File: config.mk
export PLATFORM = sky130hd
export DESIGN_NAME = uart_rx_status
export DESIGN_NICKNAME = d
export VERILOG_FILES = /design/src/design/uart_rx_status_pkg.sv /design/src/design/uart_rx_status.sv
export SDC_FILE = /design/constraint.sdc
export NUM_CORES = 1
export LEC_CHECK = 0
export ABC_AREA = 1
export BUFFER_PORTS_ARGS = -buffer_cell sky130_fd_sc_hd__clkbuf_2
export CELL_PAD_IN_SITES_DETAIL_PLACEMENT = 0
export CELL_PAD_IN_SITES_GLOBAL_PLACEMENT = 1
export CORE_ASPECT_RATIO = 1.4
export CORE_UTILIZATION = 38
export CTS_BUF_LIST = sky130_fd_sc_hd__clkbuf_2
export CTS_CLUSTER_DIAMETER = 30
export DETAILED_ROUTE_END_ITERATION = 10
export GPL_ROUTABILITY_DRIVEN = 0
export PLACE_DENSITY = 0.79
export RECOVER_POWER = 50
export SYNTH_ARGS = -nofsm -noshare
export SYNTH_HDL_FRONTEND = slang
export SYNTH_SLANG_ARGS = --single-unit
File: constraint.sdc
create_clock -name aclk -period 2.8 [get_ports aclk]
set_input_delay 0.14 -clock aclk [delete_from_list [all_inputs] [get_ports aclk]]
set_output_delay 0.14 -clock aclk [all_outputs]
set_load 0.02 [all_outputs]
File: src/design/uart_rx_status_pkg.sv
// package: register map, field positions, reset values and sizes for the uart receive status block
package uart_rx_status_pkg;
    // ************************************************************
    // register map
    // ************************************************************
    localparam logic [3:0] status_control_offset = 4'h0;
    localparam logic [3:0] rx_data_offset = 4'h4;
    localparam logic [3:0] line_control_offset = 4'h8;
    // ************************************************************
    // status/control and line control field positions
    // ************************************************************
    localparam int tx_all_empty_bit = 8;
    localparam int thr_sel_lo_bit = 6;
    localparam int addr_detect_bit = 5;
    localparam int rx_idle_bit = 4;
    localparam int parity_err_bit = 3;
    localparam int framing_err_bit = 2;
    localparam int overrun_bit = 1;
    localparam int data_avail_bit = 0;
    localparam int nine_bit_mode_bit = 0;
    // ************************************************************
    // reset values and sizes
    // ************************************************************
    localparam logic [1:0] thr_sel_reset = 2'h0;
    localparam logic addr_detect_reset = 1'b0;
    localparam logic nine_bit_reset = 1'b0;
    localparam int fifo_depth = 8;
    localparam int ptr_w = 3;
    localparam logic [3:0] thr_one = 4'h1;
    localparam logic [3:0] thr_half = 4'h4;
    localparam logic [3:0] thr_three_quarter = 4'h6;
    localparam logic [3:0] count_full = 4'h8;
    localparam logic [1:0] resp_okay = 2'h0;
    localparam logic [1:0] resp_slverr = 2'h2;
endpackage

File: src/design/uart_rx_status.sv
// uart receive buffer with status/control register behind an axi4-lite slave
//
// Functional notes
// transmit-empty flag high only when shift register and buffer both empty
// threshold 00/01/10 raises receive flag at 1/4/6 buffered characters
// software never writes threshold value 11; reserved and undefined
// address detect marks ninth-bit-one characters, only in nine-bit mode
// receiver idle flag high when no character is being received
// parity error flag reflects head character of receive buffer
// framing error flag reflects head character of receive buffer
// overrun set only by hardware on overflow; cleared only by software zero
// clearing a set overrun flag empties buffer and receive shift register
// data-available flag high while buffer holds an unread character
// receive buffer is an eight-entry first-in first-out queue
// while overrun is set, new characters are dropped, stored ones kept
//
// Decided for this implementation: the placing of the registers and the AXI4-Lite register port.
`timescale 1ns/1ps
`default_nettype none
module uart_rx_status
    import uart_rx_status_pkg::*;
(
    input wire logic aclk,
    input wire logic aresetn,
    input wire logic [3:0] s_axi_awaddr,
    input wire logic s_axi_awvalid,
    output logic s_axi_awready,
    input wire logic [31:0] s_axi_wdata,
    input wire logic [3:0] s_axi_wstrb,
    input wire logic s_axi_wvalid,
    output logic s_axi_wready,
    output logic [1:0] s_axi_bresp,
    output logic s_axi_bvalid,
    input wire logic s_axi_bready,
    input wire logic [3:0] s_axi_araddr,
    input wire logic s_axi_arvalid,
    output logic s_axi_arready,
    output logic [31:0] s_axi_rdata,
    output logic [1:0] s_axi_rresp,
    output logic s_axi_rvalid,
    input wire logic s_axi_rready,
    input wire logic tx_shift_empty,
    input wire logic tx_buffer_empty,
    input wire logic rx_busy,
    input wire logic rx_char_valid,
    input wire logic [8:0] rx_char_data,
    input wire logic rx_char_parity_err,
    input wire logic rx_char_framing_err,
    output logic rx_shift_clear,
    output logic rx_irq_flag,
    output logic rx_addr_char_flag
);
    // ************************************************************
    // state
    // ************************************************************
    logic [11:0] fifo_mem [fifo_depth];
    logic [ptr_w-1:0] rd_ptr_reg;
    logic [ptr_w-1:0] wr_ptr_reg;
    logic [3:0] count_reg;
    logic overrun_reg;
    logic [1:0] thr_sel_reg;
    logic addr_detect_reg;
    logic nine_bit_reg;
    logic tx_shift_s1_reg, tx_shift_s2_reg;
    logic tx_buf_s1_reg, tx_buf_s2_reg;
    logic rx_busy_s1_reg, rx_busy_s2_reg;
    logic aw_held_reg, w_held_reg;
    logic [3:0] aw_addr_reg;
    logic [31:0] w_data_reg;
    logic [3:0] w_strb_reg;

    // ************************************************************
    // decode
    // ************************************************************
    wire logic [11:0] head_entry = fifo_mem[rd_ptr_reg];
    wire logic data_avail = (count_reg != 4'h0);
    wire logic fifo_full = (count_reg == count_full);
    wire logic aw_now = s_axi_awvalid && s_axi_awready;
    wire logic w_now = s_axi_wvalid && s_axi_wready;
    wire logic aw_have = aw_held_reg || aw_now;
    wire logic w_have = w_held_reg || w_now;
    wire logic wr_fire = aw_have && w_have && !s_axi_bvalid;
    wire logic [3:0] wr_addr = aw_held_reg ? aw_addr_reg : s_axi_awaddr;
    wire logic [31:0] wr_data = w_held_reg ? w_data_reg : s_axi_wdata;
    wire logic [3:0] wr_strb = w_held_reg ? w_strb_reg : s_axi_wstrb;
    wire logic wr_stat = wr_fire && (wr_addr == status_control_offset);
    wire logic wr_line = wr_fire && (wr_addr == line_control_offset);
    wire logic wr_ok = wr_stat || wr_line || (wr_fire && wr_addr == rx_data_offset);
    wire logic rd_fire = s_axi_arvalid && s_axi_arready;
    wire logic rd_data_sel = rd_fire && (s_axi_araddr == rx_data_offset);
    wire logic pop = rd_data_sel && data_avail;
    // clear only counts when the flag was set; writing zero to a clear flag is harmless
    wire logic ovr_clear = wr_stat && wr_strb[0] && !wr_data[overrun_bit] && overrun_reg;
    // dropping while overrun keeps the stored characters for software to drain
    wire logic push_ok = rx_char_valid && !overrun_reg && !fifo_full && !ovr_clear;
    wire logic ovr_set = rx_char_valid && !overrun_reg && fifo_full;
    wire logic [8:0] push_data = nine_bit_reg ? rx_char_data : {1'b0, rx_char_data[7:0]};
    wire logic [3:0] count_next = count_reg + {3'h0, push_ok} - {3'h0, pop};
    wire logic [1:0] thr_next = wr_strb[0] ? wr_data[7:6] : thr_sel_reg;
    wire logic irq_next = (thr_sel_reg == 2'h0) ? (count_next >= thr_one) :
                          (thr_sel_reg == 2'h1) ? (count_next >= thr_half) :
                          (thr_sel_reg == 2'h2) ? (count_next >= thr_three_quarter) :
                          1'b0;
    // each pin is synchronised on its own; gating before the flops could glitch
    wire logic tx_empty_sync = tx_shift_s2_reg && tx_buf_s2_reg;
    wire logic [31:0] status_word = {23'h0, tx_empty_sync, thr_sel_reg, addr_detect_reg,
                                     !rx_busy_s2_reg, head_entry[10] && data_avail,
                                     head_entry[11] && data_avail, overrun_reg,
                                     data_avail};
    wire logic [31:0] rd_word = (s_axi_araddr == status_control_offset) ? status_word :
                                (s_axi_araddr == rx_data_offset) ? {23'h0, head_entry[8:0]} :
                                (s_axi_araddr == line_control_offset) ? {31'h0, nine_bit_reg} :
                                32'h0;
    wire logic rd_known = (s_axi_araddr == status_control_offset) ||
                          (s_axi_araddr == rx_data_offset) ||
                          (s_axi_araddr == line_control_offset);

    // ************************************************************
    // pin synchronisers
    // ************************************************************
    always_ff @(posedge aclk) begin
        if (!aresetn) begin
            tx_shift_s1_reg <= 1'b1;
            tx_shift_s2_reg <= 1'b1;
            tx_buf_s1_reg <= 1'b1;
            tx_buf_s2_reg <= 1'b1;
            rx_busy_s1_reg <= 1'b0;
            rx_busy_s2_reg <= 1'b0;
        end else begin
            tx_shift_s1_reg <= tx_shift_empty;
            tx_shift_s2_reg <= tx_shift_s1_reg;
            tx_buf_s1_reg <= tx_buffer_empty;
            tx_buf_s2_reg <= tx_buf_s1_reg;
            rx_busy_s1_reg <= rx_busy;
            rx_busy_s2_reg <= rx_busy_s1_reg;
        end
    end

    // ************************************************************
    // receive queue
    // ************************************************************
    always_ff @(posedge aclk) begin
        if (push_ok) begin
            // bit 9 always zero, bit 10 parity, bit 11 framing
            fifo_mem[wr_ptr_reg] <= {rx_char_framing_err, rx_char_parity_err, 1'b0, push_data};
        end
    end

    always_ff @(posedge aclk) begin
        if (!aresetn) begin
            rd_ptr_reg <= '0;
            wr_ptr_reg <= '0;
            count_reg <= 4'h0;
        end else if (ovr_clear) begin
            rd_ptr_reg <= '0;
            wr_ptr_reg <= '0;
            count_reg <= 4'h0;
        end else begin
            rd_ptr_reg <= rd_ptr_reg + ptr_w'(pop);
            wr_ptr_reg <= wr_ptr_reg + ptr_w'(push_ok);
            count_reg <= count_next;
        end
    end

    // ************************************************************
    // control and status flags
    // ************************************************************
    always_ff @(posedge aclk) begin
        if (!aresetn) begin
            overrun_reg <= 1'b0;
            thr_sel_reg <= thr_sel_reset;
            addr_detect_reg <= addr_detect_reset;
            nine_bit_reg <= nine_bit_reset;
            rx_irq_flag <= 1'b0;
            rx_addr_char_flag <= 1'b0;
            rx_shift_clear <= 1'b0;
        end else begin
            if (ovr_set) begin
                overrun_reg <= 1'b1;
            end else if (ovr_clear) begin
                overrun_reg <= 1'b0;
            end
            if (wr_stat) begin
                thr_sel_reg <= thr_next;
                addr_detect_reg <= wr_strb[0] ? wr_data[addr_detect_bit] : addr_detect_reg;
            end
            if (wr_line && wr_strb[0]) begin
                nine_bit_reg <= wr_data[nine_bit_mode_bit];
            end
            rx_irq_flag <= ovr_clear ? 1'b0 : irq_next;
            rx_addr_char_flag <= push_ok && addr_detect_reg && nine_bit_reg &&
                                 rx_char_data[8];
            rx_shift_clear <= ovr_clear;
        end
    end

    // ************************************************************
    // axi4-lite slave
    // ************************************************************
    always_ff @(posedge aclk) begin
        if (!aresetn) begin
            s_axi_awready <= 1'b0;
            s_axi_wready <= 1'b0;
            aw_held_reg <= 1'b0;
            w_held_reg <= 1'b0;
            aw_addr_reg <= 4'h0;
            w_data_reg <= 32'h0;
            w_strb_reg <= 4'h0;
            s_axi_bvalid <= 1'b0;
            s_axi_bresp <= resp_okay;
        end else begin
            s_axi_awready <= !aw_have && !s_axi_bvalid && !s_axi_awready;
            s_axi_wready <= !w_have && !s_axi_bvalid && !s_axi_wready;
            if (aw_now) begin
                aw_addr_reg <= s_axi_awaddr;
            end
            if (w_now) begin
                w_data_reg <= s_axi_wdata;
                w_strb_reg <= s_axi_wstrb;
            end
            aw_held_reg <= wr_fire ? 1'b0 : aw_have;
            w_held_reg <= wr_fire ? 1'b0 : w_have;
            if (wr_fire) begin
                s_axi_bvalid <= 1'b1;
                s_axi_bresp <= wr_ok ? resp_okay : resp_slverr;
            end else if (s_axi_bready) begin
                s_axi_bvalid <= 1'b0;
            end
        end
    end

    always_ff @(posedge aclk) begin
        if (!aresetn) begin
            s_axi_arready <= 1'b0;
            s_axi_rvalid <= 1'b0;
            s_axi_rdata <= 32'h0;
            s_axi_rresp <= resp_okay;
        end else begin
            // ready must not wait for arvalid to fall, or an early request would hang
            s_axi_arready <= !s_axi_rvalid && !rd_fire;
            if (rd_fire) begin
                s_axi_rvalid <= 1'b1;
                s_axi_rdata <= rd_word;
                s_axi_rresp <= rd_known ? resp_okay : resp_slverr;
            end else if (s_axi_rready) begin
                s_axi_rvalid <= 1'b0;
            end
        end
    end
endmodule
`default_nettype wire

==> metrics.txt <==
adder-cell share of the synthesized area=0.0240; Main synth FF type=edfxtp_1; Layout area overhead=18.6%; startpoint class of the critical path=flip-flop; Via density=4.76; Period Utilization, post-route=0.914; Non-Filler Instances=961; yosys synthesis warning count=0; critical-path cell list=inv_1, ha_1, nor3b_1, nor3_2, ha_1, inv_1, ha_1, inv_1, fa_1, a21oi_1, a22oi_1, nand2_1, inv_1, nor2_1; max-cap violation count=0; Worst Reg2Reg Path Length in Cells=14; DP Wirelength=8820 um; dpl cell area=6420 um^2; worst hold path class=in -> reg; fmax=391 MHz; post-synthesis simple-gate area fraction=0.204; final hold viol count=0; Post-synth EDFFs=88; Reg area=3680 um^2; die area=16400 um^2; Area contributors post-synth=edfxtp_1 (44%), dfxtp_1 (17%), nand2_1 (7.0%), nor2_1 (6.3%), nand3_1 (4.4%); Clock Pin Slew Worst Setup and Hold Paths=0.21 ns; FILL cells=1523; multiplexer area fraction after synthesis=0; Sum Neg Setup Slack=0 ns; num ports=110; post-synth cell types=33; Yosys reg bits=140; chip width=109 um; FP Rows=54; slowest stage delay, CP=0.52 ns; vias in the first global route=4614; WP data arrival=3.12 ns; clk_skew=0.0343 ns; main combinational cell family by area after synthesis=simple AND/OR/NAND/NOR gates; grt ovf=0; placed cells=874; global-route wire length before repair=22100 um; clock latency on the worst-skew pair=0.67 ns; deepest clock path buffer count=2; DR DRC count=0; Post-Route WL=13600 um; Multi-input gate area=1850 um^2; Synth Area in Compound Gates=0.0605; die height=151 um; pre-CTS WS=0.251 ns; root buffer cell=clkbuf_2; initial core utilization=0.389; Core Area=15500 um^2; worst rel slew slack=0.308; post-synthesis xor/xnor area fraction=0.00435; ant diodes=0; vias after detailed routing=4571; nets=829; CTS sink cnt=140; async set-reset flop share out of synthesis=0; antenna violations before repair=0; Crit. path cell count=14; Min Hold Slack=0.0841 ns; minimum setup slack in the final design=0.241 ns; Setup Buffers After CTS=0; Critical Path End Type=flip-flop; most used cell, CP=inv_1; crit path kind=reg -> reg; Max IR drop VDD=0.000321 V; Routed Antenna Nets=0; CP delay by family, top=adder cells; Period minus WS final=2.56 ns; Critical-path top delay cell=fa_1; WHS Path Cells=6; 1st-iter DRT viols=169; cell area after synthesis=6040 um^2; synthesized area per cell=9.50 um^2; largest net degree at the start of global routing=46; design area=7170 um^2; share of cells above drive strength 1=0.108; CTS tree=done; run status=finished, final reports clean; critical-path maximum fanout=3; Inserted Clock Buffers=17; leakage power figure=3.01 nW; Port Buffers=54; htree depth=4; count leader, synth=nand2_1; Total GRT Usage=0.181; critical path data required time=3.36 ns; actual slew at the worst max-slew pin=1.04 ns; post-synthesis sequential area ratio=0.610; number of flip-flops in the largest register=88; Post-Synthesis Cells=636; crit path buf inv count=4; synth cell count leaders=nand2_1 (113), nor2_1 (102), edfxtp_1 (88), inv_1 (67); final setup fails=0; leading area contributor after synthesis=edfxtp_1; share of the synthesized area in the top cell type=0.437; pins over their slew limit=0; Wirelength per Cell=14.1 um; power density cells=616 nW/um^2; Pre-antenna DRT Iters=5
==> tightest hold or removal path, delay by kind of cell <==
family	cells	cell delay, ns
buffers and inverters	2	0.12
AND/OR/NAND/NOR	2	0.30
AO/OA/AOI/OAI	2	0.17
==> layout make-up <==
class	instances	area share
flip-flops and latches	140	0.514
multi-input cells	401	0.258
repair buffers	120	0.121
inverters	72	0.0379
well taps	196	0.0342
clock inverters	15	0.0236
clock buffers	17	0.0119
==> metrics by stage <==
stage,util,power [mW]
5_1_grt,0.461,4.68
3_3_place_gp,0.413,3.14
4_1_cts,0.465,4.47
6_report,0.461,4.42
2_1_floorplan,-,2.99
3_5_place_dp,0.413,3.17
==> routing by layer <==
layer  track usage  routed length (um)
met1         0.206                5260
met5             0                   0
met4        0.0655                 272
met2         0.325                7070
met3        0.0426                 957
==> path summary, 6_finish.rpt <==
| path | from | end | slack, ns |
|---|---|---|---|
| setup reg to reg | count_reg[2] | rx_irq_flag | 0.24 |
| setup / recovery | count_reg[2] | rx_irq_flag | 0.24 |
| hold / removal | s_axi_araddr[0] | s_axi_rdata[5] | 0.08 |
| hold reg to reg | rx_busy_s1_reg | rx_busy_s2_reg | 0.44 |
==> what timing repair did <==
action | in CTS | in global routing
endpoints found under the setup margin | 0 | 1
hold buffers | 55 | 0
hold endpoints to repair | 122 | 0
resized for setup | 0 | 1
==> power by group <==
part	total, mW	internal, mW	switching (mW)
combinational	0.757	0.289	0.468
clock	1.23	0.499	0.734
sequential	2.43	2.36	0.0670
==> cell families (layout without fill, tap and decap cells) <==
family                   Yosys count  after routing
adder cells (fa/ha/maj)           11             11
XOR/XNOR                           3              3
AO/OA/AOI/OAI                     72             72
buffers and inverters            119            224
other                              1             25
flip-flops                       140            140
AND/OR/NAND/NOR                  290            290
==> placed cells by master (no fill, tap or decap), types with 2 or more instances in the layout <==
| cell type | instances |
|---|---|
| nand3_1 | 54 |
| inv_4 | 3 |
| conb_1 | 25 |
| nand2_1 | 113 |
| clkinv_2 | 5 |
| clkbuf_2 | 41 |
| clkbuf_1 | 30 |
| dlygate4sd3_1 | 55 |
| clkinv_4 | 3 |
| buf_4 | 11 |
| o21ai_0 | 53 |
| ha_1 | 10 |
| inv_2 | 2 |
| inv_1 | 67 |
| a21oi_1 | 17 |
| edfxtp_1 | 88 |
| clkinv_1 | 2 |
| or2_2 | 6 |
| bufinv_16 | 3 |
| nand3_2 | 2 |
| nor2_1 | 103 |
| dfxtp_1 | 52 |
| xnor2_1 | 3 |
| nor4_1 | 3 |
| nand2_2 | 4 |
Note: power is estimated with default switching activity, not from simulation.
